$ cat src/shared/belt_mon_pkg.sv
// Contract
// [RL1] After a stop trip, restart waits 60 s / starts-per-minute limit.
// [RL2] Start opens a 1..15 s grace period (default 5) with countdown.
// [RL3] Acceleration, bearing heat and plug checks stay live in grace.
// [RL4] Nonzero acceleration level stops the belt when start-up speed lags.
// [RL5] Under-speed when speed is 1..10 % (default 10) below calibrated.
// [RL6] Severe under-speed, 1..20 % (default 20), drops stop relay at once.
// [RL7] Over-speed when speed is 1..10 % (default 10) above calibrated.
// [RL8] Severe over-speed, 1..20 % (default 20), stops at once without delay.
// [RL9] Per-condition alarm delay 0..10 s counts down, back up when clear.
// [RL10] Under-speed alarm delay at zero: alarm relay off, amber lamp, event.
// [RL11] Stop delay 0..60 s (default 60) runs alongside the alarm delay.
// [RL12] Under-speed stop delay at zero: stop relay off, red lamp, event.
// [RL13] Over-speed has own alarm and stop delays, same relays and lamps.
// [RL14] Head pair modes: off, pulse, contact (default) or rub block.
// [RL15] Pulse mode alarms when smaller count is under 66 % of the larger.
// [RL16] Contact mode: low input misaligned; inversion is factory only (here ctrl bit 13, writable over the bus).
// [RL17] Rub block alarms above an absolute limit, default 140 degrees.
// [RL18] Rub reference: off, ambient one, ambient two or opposite sensor.
// [RL19] Alarm when block exceeds the reference by margin (default 30).
// [RL20] Temp_slope_limit needs a reference, default 3.0 deg/min, alarm only.
// [RL21] Head alignment: own alarm delay (default 1), stop delay (default 60).
// [RL22] One-second tick drives all delays; relays energized when fault-free.
package belt_mon_pkg;
	localparam int          CLK_HZ        = 100_000_000;
	localparam int          TICK_PERIOD_S = 1;
	localparam int          TICK_CYCLES   = TICK_PERIOD_S * CLK_HZ;
	localparam logic [7:0]  JOG_BASE_S    = 8'h3c;
	// Register byte offsets
	localparam logic [7:0]  OFS_CTRL      = 8'h00;
	localparam logic [7:0]  OFS_SPEED     = 8'h04;
	localparam logic [7:0]  OFS_SPD_DLY   = 8'h08;
	localparam logic [7:0]  OFS_ALIGN     = 8'h0c;
	localparam logic [7:0]  OFS_ALN_DLY   = 8'h10;
	localparam logic [7:0]  OFS_STATUS    = 8'h14;
	// Reset values
	localparam logic [31:0] RST_CTRL      = 32'h0000_0553;
	localparam logic [31:0] RST_SPEED     = 32'h140a_140a;
	localparam logic [31:0] RST_SPD_DLY   = 32'h3c01_3c01;
	localparam logic [31:0] RST_ALIGN     = 32'h1e1e_8c12;
	localparam logic [31:0] RST_ALN_DLY   = 32'h0000_3c01;
	// Control fields
	localparam int          F_RATE        = 0;
	localparam int          F_ACCEL       = 4;
	localparam int          F_GRACE       = 8;
	localparam int          F_CLEAR       = 12;
	localparam int          F_INVERT      = 13;
	// Speed fields
	localparam int          F_UNDER       = 0;
	localparam int          F_SEV_UNDER   = 8;
	localparam int          F_OVER        = 16;
	localparam int          F_SEV_OVER    = 24;
	// Delay fields: two alarm/stop pairs in the speed word, only the first pair used in the alignment word
	localparam int          F_ADLY0       = 0;
	localparam int          F_SDLY0       = 8;
	localparam int          F_ADLY1       = 16;
	localparam int          F_SDLY1       = 24;
	// Alignment fields
	localparam int          F_MODE        = 0;
	localparam int          F_REF         = 2;
	localparam int          F_ROR_EN      = 4;
	localparam int          F_ABS         = 8;
	localparam int          F_MARGIN      = 16;
	localparam int          F_SLOPE       = 24;
	localparam int          PULSE_PCT     = 66;
	localparam int          MIN_PER_SLOPE = 60;
	// Fault source bits
	localparam int          SRC_U_ALM     = 0;
	localparam int          SRC_U_STP     = 1;
	localparam int          SRC_U_SEV     = 2;
	localparam int          SRC_O_ALM     = 3;
	localparam int          SRC_O_STP     = 4;
	localparam int          SRC_O_SEV     = 5;
	localparam int          SRC_ACCEL     = 6;
	localparam int          SRC_A_ALM     = 7;
	localparam int          SRC_A_STP     = 8;
	localparam int          SRC_ROR       = 9;
	localparam int          SRC_BEARING   = 10;
	localparam int          SRC_PLUG      = 11;
	localparam int          NSRC          = 12;
	localparam logic [11:0] STOP_SRCS     = 12'h176;

	typedef enum logic [1:0] {
		PAIR_OFF     = 2'h0,
		PAIR_PULSE   = 2'h1,
		PAIR_CONTACT = 2'h2,
		PAIR_RUB     = 2'h3
	} pair_mode_e;

	typedef enum logic [1:0] {
		REF_OFF  = 2'h0,
		REF_AMBIENT_REF_ONE = 2'h1,
		REF_AMBIENT_REF_TWO = 2'h2,
		REF_OPP  = 2'h3
	} ref_sel_e;
endpackage : belt_mon_pkg

$ cat src/core/belt_speed_align_monitor.sv
// The register offsets and register access over Wishbone were decided locally.
`timescale 1ns/10ps
module belt_speed_align_monitor
	import belt_mon_pkg::*;
#(
	parameter int TICK_LEN = TICK_CYCLES
) (
	// Clock and reset
	input  wire logic        clock,
	input  wire logic        rst,
	// Wishbone classic slave
	input  wire logic        cyc_i,
	input  wire logic        stb_i,
	input  wire logic        we_i,
	input  wire logic [7:0]  adr_i,
	input  wire logic [3:0]  sel_i,
	input  wire logic [31:0] dat_i,
	output logic      [31:0] dat_o,
	output logic             ack_o,
	// Motor control
	input  wire logic        start_req,
	input  wire logic        stop_req,
	output logic             running,
	output logic             restart_blocked,
	output logic             grace_active,
	// Speed, per-second sample
	input  wire logic [15:0] speed_meas,
	input  wire logic [15:0] speed_cal,
	// Always-live checks
	input  wire logic        bearing_hot,
	input  wire logic        plug_detect,
	// Head pair sensors
	input  wire logic        pulse_left,
	input  wire logic        pulse_right,
	input  wire logic        contact_left,
	input  wire logic        contact_right,
	input  wire logic [7:0]  temp_left,
	input  wire logic [7:0]  temp_right,
	input  wire logic [7:0]  ambient_ref_one,
	input  wire logic [7:0]  ambient_ref_two,
	// Relays, lamps and event log
	output logic             alarm_relay,
	output logic             stop_relay,
	output logic             alarm_led,
	output logic             stop_led,
	output logic             event_valid,
	output logic             event_stop,
	output logic      [3:0]  event_source
);
	if (TICK_LEN < 2) begin : g_chk
		$error("TICK_LEN must be at least 2");
	end

	function automatic logic [31:0] wr_mask(input logic [31:0] old,
		input logic [31:0] nw, input logic [3:0] sel);
		logic [31:0] r;
		r = old;
		for (int b = 0; b < 4; b++) begin
			if (sel[b]) begin
				r[b*8 +: 8] = nw[b*8 +: 8];
			end
		end
		return r;
	endfunction : wr_mask

	function automatic logic [3:0] first_set(input logic [NSRC-1:0] v);
		logic [3:0] r;
		r = 4'h0;
		for (int i = NSRC - 1; i >= 0; i--) begin
			if (v[i]) begin
				r = 4'(i);
			end
		end
		return r;
	endfunction : first_set

	// Whole-second integer division of 60 by the rate; 60/7 etc. round down
	function automatic logic [5:0] jog_secs(input logic [3:0] rate);
		logic [3:0] r;
		r = (rate == 4'h0) ? 4'h1 : rate;
		return 6'(JOG_BASE_S / 8'(r));
	endfunction : jog_secs

	// Register file
	logic [31:0] ctrl, spd, spd_dly, aln, aln_dly;
	wire         bus_req  = cyc_i & stb_i & ~ack_o;
	wire         bus_wr   = bus_req & we_i;
	wire         clr_hit  = bus_wr & (adr_i == OFS_CTRL) & sel_i[1]
	                        & dat_i[F_CLEAR];
	logic [NSRC-1:0] fault;
	logic [5:0]      jog_cnt;
	logic [3:0]      grace_cnt;
	wire  [31:0] status   = {4'h0, fault, stop_led, alarm_led,
	                         grace_active, running, grace_cnt, 2'h0, jog_cnt};
	wire  [31:0] rd_mux   =
		(adr_i == OFS_CTRL)    ? ctrl :
		(adr_i == OFS_SPEED)   ? spd :
		(adr_i == OFS_SPD_DLY) ? spd_dly :
		(adr_i == OFS_ALIGN)   ? aln :
		(adr_i == OFS_ALN_DLY) ? aln_dly :
		(adr_i == OFS_STATUS)  ? status : 32'h0000_0000;

	always_ff @(posedge clock or posedge rst) begin
		if (rst) begin
			ctrl    <= RST_CTRL;
			spd     <= RST_SPEED;
			spd_dly <= RST_SPD_DLY;
			aln     <= RST_ALIGN;
			aln_dly <= RST_ALN_DLY;
		end else if (bus_wr) begin
			// Clear bit is a command, never stored
			if (adr_i == OFS_CTRL) begin
				ctrl <= wr_mask(ctrl, dat_i, sel_i) & ~(32'h1 << F_CLEAR);
			end
			if (adr_i == OFS_SPEED) begin
				spd <= wr_mask(spd, dat_i, sel_i);
			end
			if (adr_i == OFS_SPD_DLY) begin
				spd_dly <= wr_mask(spd_dly, dat_i, sel_i);
			end
			if (adr_i == OFS_ALIGN) begin
				aln <= wr_mask(aln, dat_i, sel_i);
			end
			if (adr_i == OFS_ALN_DLY) begin
				aln_dly <= wr_mask(aln_dly, dat_i, sel_i);
			end
		end
	end

	always_ff @(posedge clock or posedge rst) begin
		if (rst) begin
			ack_o <= 1'b0;
			dat_o <= 32'h0000_0000;
		end else begin
			ack_o <= bus_req;
			dat_o <= bus_req ? rd_mux : 32'h0000_0000;
		end
	end

	// One-second time base
	logic [31:0] tick_div;
	wire         tick = (tick_div == 32'(TICK_LEN - 1));
	always_ff @(posedge clock or posedge rst) begin
		if (rst) begin
			tick_div <= 32'h0;
		end else begin
			tick_div <= tick ? 32'h0 : tick_div + 32'h1; // [RL22]
		end
	end

	// Config fields
	wire [3:0] rate_lim   = ctrl[F_RATE +: 4];
	wire [3:0] accel_lvl  = ctrl[F_ACCEL +: 4];
	wire [3:0] grace_pre  = ctrl[F_GRACE +: 4];
	wire       invert     = ctrl[F_INVERT];
	wire [6:0] under_pct  = {3'h0, spd[F_UNDER +: 4]};
	wire [6:0] sev_u_pct  = {2'h0, spd[F_SEV_UNDER +: 5]};
	wire [6:0] over_pct   = {3'h0, spd[F_OVER +: 4]};
	wire [6:0] sev_o_pct  = {2'h0, spd[F_SEV_OVER +: 5]};
	pair_mode_e top_pair_mode;
	ref_sel_e   ref_sel;
	assign top_pair_mode  = pair_mode_e'(aln[F_MODE +: 2]);
	assign ref_sel        = ref_sel_e'(aln[F_REF +: 2]);
	wire       ror_en     = aln[F_ROR_EN];
	wire [7:0] abs_lim    = aln[F_ABS +: 8];
	wire [7:0] margin     = aln[F_MARGIN +: 8];
	wire [7:0] temp_slope_limit = aln[F_SLOPE +: 8];

	// Run state, restart spacing and grace countdown
	wire stop_trip   = |(fault & STOP_SRCS);
	wire start_ok    = start_req & ~running & (jog_cnt == 6'h0);
	wire mon_active  = running & ~grace_active;
	always_ff @(posedge clock or posedge rst) begin
		if (rst) begin
			running         <= 1'b0;
			jog_cnt         <= 6'h0;
			grace_cnt       <= 4'h0;
			grace_active    <= 1'b0;
			restart_blocked <= 1'b0;
		end else begin
			if (running & stop_trip) begin
				running <= 1'b0;
				jog_cnt <= jog_secs(rate_lim); // [RL1]
			end else if (running & stop_req) begin
				running <= 1'b0;
			end else if (start_ok) begin
				running <= 1'b1;
			end else if (tick && jog_cnt != 6'h0) begin
				jog_cnt <= jog_cnt - 6'h1; // [RL1]
			end
			if (start_ok) begin
				grace_cnt <= grace_pre; // [RL2]
			end else if (!running || stop_trip) begin
				grace_cnt <= 4'h0;
			end else if (tick && grace_cnt != 4'h0) begin
				grace_cnt <= grace_cnt - 4'h1; // [RL2]
			end
			grace_active    <= start_ok | (running & ~stop_trip
			                   & ~(tick & grace_cnt == 4'h1)
			                   & grace_cnt != 4'h0);
			restart_blocked <= (running & stop_trip)
			                   | (jog_cnt > 6'h1)
			                   | (jog_cnt == 6'h1 & ~tick);
		end
	end

	// Speed comparisons scaled by 100
	wire [23:0] meas100 = 24'(speed_meas) * 24'd100;
	wire [23:0] cal_u   = 24'(speed_cal) * 24'(7'd100 - under_pct);
	wire [23:0] cal_su  = 24'(speed_cal) * 24'(7'd100 - sev_u_pct);
	wire [23:0] cal_o   = 24'(speed_cal) * 24'(7'd100 + over_pct);
	wire [23:0] cal_so  = 24'(speed_cal) * 24'(7'd100 + sev_o_pct);
	wire under_c   = mon_active & (meas100 <= cal_u);  // [RL5]
	wire sev_u_c   = mon_active & (meas100 <= cal_su); // [RL6]
	wire over_c    = mon_active & (meas100 >= cal_o);  // [RL7]
	wire sev_o_c   = mon_active & (meas100 >= cal_so); // [RL8]

	// Start-up profile: speed share must keep up with elapsed share
	wire [3:0]  elapsed  = grace_pre - grace_cnt;
	wire [31:0] acc_have = 32'(speed_meas) * 32'(grace_pre) * 32'd5;
	wire [31:0] acc_need = 32'(speed_cal) * 32'(elapsed) * 32'(accel_lvl);
	wire accel_c  = grace_active & running & tick & (accel_lvl != 4'h0)
	                & (acc_have < acc_need); // [RL3] [RL4]

	// Pulse pair counted over one second
	logic        pl_q, pr_q, pulse_bad;
	logic [15:0] cnt_l, cnt_r;
	wire  [15:0] c_max = (cnt_l > cnt_r) ? cnt_l : cnt_r;
	wire  [15:0] c_min = (cnt_l > cnt_r) ? cnt_r : cnt_l;
	wire         pulse_ratio_low = (24'(c_min) * 24'd100)
	                               < (24'(c_max) * 24'(PULSE_PCT)); // [RL15]
	always_ff @(posedge clock or posedge rst) begin
		if (rst) begin
			pl_q      <= 1'b0;
			pr_q      <= 1'b0;
			cnt_l     <= 16'h0;
			cnt_r     <= 16'h0;
			pulse_bad <= 1'b0;
		end else begin
			pl_q  <= pulse_left;
			pr_q  <= pulse_right;
			if (tick) begin
				pulse_bad <= pulse_ratio_low;
				cnt_l     <= 16'h0;
				cnt_r     <= 16'h0;
			end else begin
				if (pulse_left & ~pl_q & ~&cnt_l) cnt_l <= cnt_l + 16'h1;
				if (pulse_right & ~pr_q & ~&cnt_r) cnt_r <= cnt_r + 16'h1;
			end
		end
	end

	// Contact and rub block
	wire contact_bad = (contact_left == invert)
	                   | (contact_right == invert); // [RL16]
	wire [7:0] ref_l = (ref_sel == REF_AMBIENT_REF_ONE) ? ambient_ref_one :
	                   (ref_sel == REF_AMBIENT_REF_TWO) ? ambient_ref_two : temp_right;
	wire [7:0] ref_r = (ref_sel == REF_AMBIENT_REF_ONE) ? ambient_ref_one :
	                   (ref_sel == REF_AMBIENT_REF_TWO) ? ambient_ref_two : temp_left;
	wire abs_bad = (temp_left > abs_lim) | (temp_right > abs_lim); // [RL17]
	wire rel_bad = (ref_sel != REF_OFF)                            // [RL18]
	               & ((9'(temp_left) > 9'(ref_l) + 9'(margin))
	               | (9'(temp_right) > 9'(ref_r) + 9'(margin))); // [RL19]
	wire rub_bad = abs_bad | rel_bad;
	wire align_c = mon_active & (                                  // [RL14]
		(top_pair_mode == PAIR_PULSE   & pulse_bad) |
		(top_pair_mode == PAIR_CONTACT & contact_bad) |
		(top_pair_mode == PAIR_RUB     & rub_bad));

	// Temp_slope_limit sampled once a minute, slope in tenths of a degree
	logic [5:0]  min_cnt;
	logic [7:0]  prev_l, prev_r;
	logic        ror_hit;
	wire  [11:0] rise_l  = (temp_left > prev_l)
	                       ? 12'(temp_left - prev_l) * 12'd10 : 12'h0;
	wire  [11:0] rise_r  = (temp_right > prev_r)
	                       ? 12'(temp_right - prev_r) * 12'd10 : 12'h0;
	wire         ror_arm = running & (top_pair_mode == PAIR_RUB)
	                       & (ref_sel != REF_OFF) & ror_en; // [RL20]
	wire         min_end = tick & (min_cnt == 6'(MIN_PER_SLOPE - 1));
	always_ff @(posedge clock or posedge rst) begin
		if (rst) begin
			min_cnt <= 6'h0;
			prev_l  <= 8'h0;
			prev_r  <= 8'h0;
			ror_hit <= 1'b0;
		end else begin
			if (tick) begin
				min_cnt <= min_end ? 6'h0 : min_cnt + 6'h1;
			end
			if (min_end) begin
				prev_l  <= temp_left;
				prev_r  <= temp_right;
			end
			ror_hit <= min_end & ror_arm
			           & ((rise_l >= 12'(temp_slope_limit))
			           | (rise_r >= 12'(temp_slope_limit))); // [RL20]
		end
	end

	// Cumulative alarm/stop delay pairs: 0 under, 1 over, 2 head align
	wire [2:0] cond  = {align_c, over_c, under_c};
	wire [3:0] a_pre [3];
	wire [5:0] s_pre [3];
	assign a_pre[0] = spd_dly[F_ADLY0 +: 4];
	assign s_pre[0] = spd_dly[F_SDLY0 +: 6];
	assign a_pre[1] = spd_dly[F_ADLY1 +: 4];
	assign s_pre[1] = spd_dly[F_SDLY1 +: 6];
	assign a_pre[2] = aln_dly[F_ADLY0 +: 4]; // [RL21]
	assign s_pre[2] = aln_dly[F_SDLY0 +: 6]; // [RL21]
	logic [2:0] a_hit, s_hit;

	for (genvar g = 0; g < 3; g++) begin : g_dly
		logic [3:0] a_cnt;
		logic [5:0] s_cnt;
		assign a_hit[g] = cond[g] & (a_cnt == 4'h0); // [RL10] [RL13]
		assign s_hit[g] = cond[g] & (s_cnt == 6'h0); // [RL12] [RL13]
		always_ff @(posedge clock or posedge rst) begin
			if (rst) begin
				a_cnt <= RST_SPD_DLY[3:0];
				s_cnt <= RST_SPD_DLY[13:8];
			end else begin
				if (a_cnt > a_pre[g] || !running) begin
					a_cnt <= a_pre[g];
				end else if (tick && cond[g] && a_cnt != 4'h0) begin
					a_cnt <= a_cnt - 4'h1; // [RL9]
				end else if (tick && !cond[g] && a_cnt < a_pre[g]) begin
					a_cnt <= a_cnt + 4'h1; // [RL9]
				end
				if (s_cnt > s_pre[g] || !running) begin
					s_cnt <= s_pre[g];
				end else if (tick && cond[g] && s_cnt != 6'h0) begin
					s_cnt <= s_cnt - 6'h1; // [RL11]
				end else if (tick && !cond[g] && s_cnt < s_pre[g]) begin
					s_cnt <= s_cnt + 6'h1; // [RL11]
				end
			end
		end
	end

	// Fault latches: a new trip wins over a same-cycle clear
	logic [NSRC-1:0] trip;
	always_comb begin
		trip              = '0;
		trip[SRC_U_ALM]   = a_hit[0];
		trip[SRC_U_STP]   = s_hit[0];
		trip[SRC_U_SEV]   = sev_u_c;    // [RL6]
		trip[SRC_O_ALM]   = a_hit[1];
		trip[SRC_O_STP]   = s_hit[1];
		trip[SRC_O_SEV]   = sev_o_c;    // [RL8]
		trip[SRC_ACCEL]   = accel_c;
		trip[SRC_A_ALM]   = a_hit[2];
		trip[SRC_A_STP]   = s_hit[2];
		trip[SRC_ROR]     = ror_hit;
		trip[SRC_BEARING] = bearing_hot; // [RL3]
		trip[SRC_PLUG]    = plug_detect; // [RL3]
	end
	wire [NSRC-1:0] fresh      = trip & ~fault;
	wire [NSRC-1:0] next_fault = (fault & ~{NSRC{clr_hit | start_ok}})
	                             | trip;
	wire            next_stop  = |(next_fault & STOP_SRCS);
	wire            next_alarm = |(next_fault & ~STOP_SRCS);

	always_ff @(posedge clock or posedge rst) begin
		if (rst) begin
			fault        <= '0;
			alarm_relay  <= 1'b1;
			stop_relay   <= 1'b1;
			alarm_led    <= 1'b0;
			stop_led     <= 1'b0;
			event_valid  <= 1'b0;
			event_stop   <= 1'b0;
			event_source <= 4'h0;
		end else begin
			fault        <= next_fault;
			alarm_relay  <= ~next_alarm; // [RL10] [RL20] [RL22]
			stop_relay   <= ~next_stop;  // [RL12] [RL22]
			alarm_led    <= next_alarm;
			stop_led     <= next_stop;
			event_valid  <= |fresh;      // [RL10] [RL12]
			event_stop   <= |(fresh & STOP_SRCS & ~(fresh - 12'h1));
			event_source <= first_set(fresh);
		end
	end
endmodule : belt_speed_align_monitor

$ cat config.mk
export PLATFORM = sky130hd
export DESIGN_NAME = belt_speed_align_monitor
export DESIGN_NICKNAME = d
export VERILOG_FILES = /design/src/shared/belt_mon_pkg.sv /design/src/core/belt_speed_align_monitor.sv
export SDC_FILE = /design/constraint.sdc
export NUM_CORES = 2
export LEC_CHECK = 0
export BUFFER_PORTS_ARGS = -buffer_cell sky130_fd_sc_hd__buf_2
export CAP_MARGIN = 20
export CORE_ASPECT_RATIO = 2
export CORE_MARGIN = 5
export CORE_UTILIZATION = 54
export DETAILED_ROUTE_END_ITERATION = 8
export MAX_ROUTING_LAYER = met4
export PLACE_DENSITY = 0.67
export SKIP_LAST_GASP = 1
export SLEW_MARGIN = 20
export SYNTH_ARGS = -nofsm -noshare
export SYNTH_HDL_FRONTEND = slang
export SYNTH_SLANG_ARGS = --single-unit
$ cat constraint.sdc
create_clock -name clock -period 26 [get_ports clock]
set_clock_uncertainty 0.05 [all_clocks]
set_input_delay 5.2 -clock clock [delete_from_list [all_inputs] [get_ports clock]]
set_output_delay 5.2 -clock clock [all_outputs]
set_load 0.01 [all_outputs]
==> impl_metrics.tcl <==
set metrics [dict create \
    cts_resized 0 \
    num_vias 41900 \
    ys_async_sr_fraction 1.00 \
    cpPeakStageDelay_ns 0.94 \
    fin_nets 7270 \
    fmax_mhz 68.2 \
    cts_buffers 28 \
    status "finished clean" \
    hp-class "flip-flop to flip-flop" \
    ys_seq_area_frac 0.171 \
    slew_headroom 0.239 \
    drive_gt1_frac 0.0937 \
    ctsRootBufferMaster "clkbuf_16" \
    yosys_warnings 0 \
    pwr_density_cell_nw_per_um2 46.9 \
    regArea_um2 8760 \
    cts.path.max_buffers 3 \
    numPortBuffers 166 \
    fin_setup_tns_ns 0 \
    grt_usage 0.287 \
    grt_pass1_wl_um 230000 \
    grt_max_degree 126 \
    hold_viol_final 0 \
    mappedNetlistNets 7202 \
    setup_ws_ns 11.35 \
    multi_input_area_um2 38600 \
    h-tree-depth 1 \
    synth_top_area_cell "ha_1" \
    worstMarginPinSlew_ns 1.13 \
    dominantRegCellSynth "dfrtp_1" \
    drt_iter0_markers 2051 \
    ctsHoldBuffers 0 \
    row_count 159 \
    fill_cells 8683 \
    startpoint_type "input pin" \
    cp-end-kind "flip-flop" \
    min_period_over_period 0.564 \
    initial_core_util 0.544 \
    synth_top_cell_area_share 0.194 \
    min_to "tick_div[31]$_DFF_PP0_" \
    synth_edf_count 0 \
    gp_congestion 0.959 \
    fp.dieW_um 228 \
    place_ws_ns 10.77 \
    die_h_um 446 \
    final-setup-viol-count 0 \
    grt_pass1_vias 44200 \
    routed_wl_um 143000 \
    coreArea_um2 94100 \
    avgViaCountPerCell 5.85 \
    cts_tree "yes" \
    timing.rr.end "event_source[1]$_DFF_PP0_" \
    peakVddDrop_mv 0.0711 \
    drv_cap 0 \
    clk_latency_ns 0.60 \
    cp_slowest_cell "nor4_2" \
    syn2layout_area_growth_pct 6.13 \
    antenna_found_initial 11 \
    rrSetupSlack_ns 14.55 \
    worstSetupPathType "input pin to flip-flop" \
    crit_arrival_ns 15.14 \
    ios 167 \
    netlist-cell-type-count 89 \
    post_cts_buffers 0 \
    synth_area_per_cell_um2 8.74 \
    clk_transition_reported_paths_ns 0.07 \
    r2r_cells 42 \
    worstHoldStart "tick_div[31]$_DFF_PP0_" \
    dr.pass1.iters 6 \
    overflow 0 \
    cts.sink_count 347 \
    synth_area_leaders "ha_1 (19%), fa_1 (16%), dfrtp_1 (14%), inv_1 (6.2%), mux2_2 (3.8%)" \
    drc 0 \
    drt-wirelength-per-cell_um 19.9 \
    crit_start "speed_cal[0]" \
    slew_viol_final 0 \
    antenna_left 0 \
    dieArea_um2 102000 \
    hpwl_um 117000 \
    reg2reg_from "ctrl[8]$_DFFE_PP1P_" \
    cpMostUsedCell "fa_1" \
    synthCells 5863 \
    p_leak_nw 27.8 \
    syn_area_um2 51200 \
    crit_fanout 17 \
    required_ns 26.49 \
    min_path_cells 1 \
    rsz0062_at_grt "no" \
    min_period_ns 14.65 \
    ys_seq_elements 347 \
]
layout by cell type (no fill, tap or decap), types with 18 or more instances in the layout:
| cell | instances |
|---|---|
| o21ai_0 | 296 |
| nand2b_1 | 106 |
| xor2_1 | 103 |
| o31ai_1 | 18 |
| a211oi_1 | 30 |
| nor2b_1 | 149 |
| o21bai_1 | 32 |
| and2_1 | 276 |
| a21oi_1 | 265 |
| nor4_1 | 22 |
| buf_2 | 165 |
| nor2_1 | 304 |
| nor3_1 | 74 |
| nand3_1 | 96 |
| o21a_1 | 53 |
| buf_4 | 56 |
| o211ai_1 | 38 |
| or3_1 | 33 |
| nand2_1 | 469 |
| xnor2_1 | 181 |
| fa_1 | 422 |
| dfrtp_1 | 288 |
| o22ai_1 | 33 |
| inv_1 | 851 |
| dfstp_2 | 59 |
| nand4_1 | 50 |
| a31oi_1 | 25 |
| or2_2 | 20 |
| a21o_1 | 103 |
| mux2_2 | 175 |
| mux2i_1 | 48 |
| and3_1 | 32 |
| clkbuf_16 | 28 |
| a22oi_1 | 35 |
| ha_1 | 796 |
logic make-up (layout without fill, tap and decap cells):
| kind of cell | after synthesis | count (layout) | synth area share |
|---|---|---|---|
| buf+inv | 1036 | 1126 | 0.0761 |
| fa+ha+maj | 1219 | 1219 | 0.359 |
| simple gates | 1707 | 1707 | 0.170 |
| flops | 347 | 347 | 0.171 |
| xor+xnor | 286 | 286 | 0.0489 |
| compound gates | 1045 | 1045 | 0.127 |
| other cells | 0 | 9 | 0 |
| mux | 223 | 223 | 0.0478 |
layer usage:
layer / up-vias / wire (um) / track usage
met5: - / 0 / -
met4: 0 / 10500 / 0.161
met3: 397 / 5200 / 0.0188
met2: 1045 / 75900 / 0.543
met1: 20700 / 51000 / 0.295
li1: 19800 / - / -
worst max-delay path by stage:
| stage | endpoint | slack (ns) | cells past startpoint |
|---|---|---|---|
| after detailed placement | event_source[1]$_DFF_PP0_ | 10.77 | 39 |
| final | event_source[1]$_DFF_PP0_ | 11.35 | 39 |
| after CTS | event_source[1]$_DFF_PP0_ | 11.35 | 39 |
| after global routing | event_source[1]$_DFF_PP0_ | 10.87 | 40 |
| after floorplan | ack_o$_DFF_PP0_ | 11.23 | 1 |
| after global placement | event_source[1]$_DFF_PP0_ | 10.99 | 40 |
synthesized netlist by cell type (all sizes together), types with 25 or more instances:
cell	n
inv	852
ha	796
nand2	469
fa	422
nor2	308
o21ai	299
dfrtp	288
and2	276
a21oi	267
xnor2	182
mux2	175
clkbuf	170
nor2b	151
nand2b	106
xor2	104
a21o	103
nand3	96
nor3	76
dfstp	59
o21a	53
nand4	50
mux2i	48
o211ai	38
a22oi	35
o22ai	33
or3	33
and3	32
o21bai	32
a211oi	30
a31oi	25
power by group:
| part | switching, mW | total (mW) | internal, mW |
|---|---|---|---|
| Sequential | 0.0502 | 0.623 | 0.572 |
| Clock | 0.213 | 0.466 | 0.253 |
| Combinational | 0.851 | 1.46 | 0.610 |
| Total | 1.11 | 2.55 | 1.44 |
worst max-delay path: cells and delay by family:
family / cells / cell delay (ns)
XOR/XNOR: 2 / 0.29
adder cells (fa/ha/maj): 7 / 3.12
AND/OR/NAND/NOR: 14 / 3.36
AO/OA/AOI/OAI: 10 / 2.36
buffers and inverters: 6 / 0.81
area by class of cell:
class / count / share of cell area
inverter: 853 / 0.0590
multi-input combinational: 4480 / 0.711
tap: 1207 / 0.0278
antenna: 9 / 0.000414
clock inverter: 13 / 0.00320
sequential: 347 / 0.161
timing repair buffer: 221 / 0.0229
clock buffer: 39 / 0.0151
state kept, by name (all words and copies together) (netlist names), 4 cells and up:
name / count
aln: 32
aln_dly: 32
dat_o: 32
spd: 32
spd_dly: 32
tick_div: 32
ctrl: 31
g_dly.s_cnt: 18
cnt_l: 16
cnt_r: 16
fault: 12
g_dly.a_cnt: 12
prev_l: 8
prev_r: 8
jog_cnt: 6
min_cnt: 6
event_source: 4
grace_cnt: 4
metrics by stage:
step           instances  utilization  power, mW  hold slack [ns]  area (um2)
2_1_floorplan       5863            -       1.69            0.396       51200
3_3_place_gp        7108        0.567       2.04            0.426       53400
3_5_place_dp        7108        0.567       2.08            0.433       53400
4_1_cts             7160        0.578       2.56            0.445       54300
5_1_grt             7167        0.578       2.79            0.461       54400
6_report            7169        0.578       2.55            0.441       54400
(Power assumes the default switching activity.)
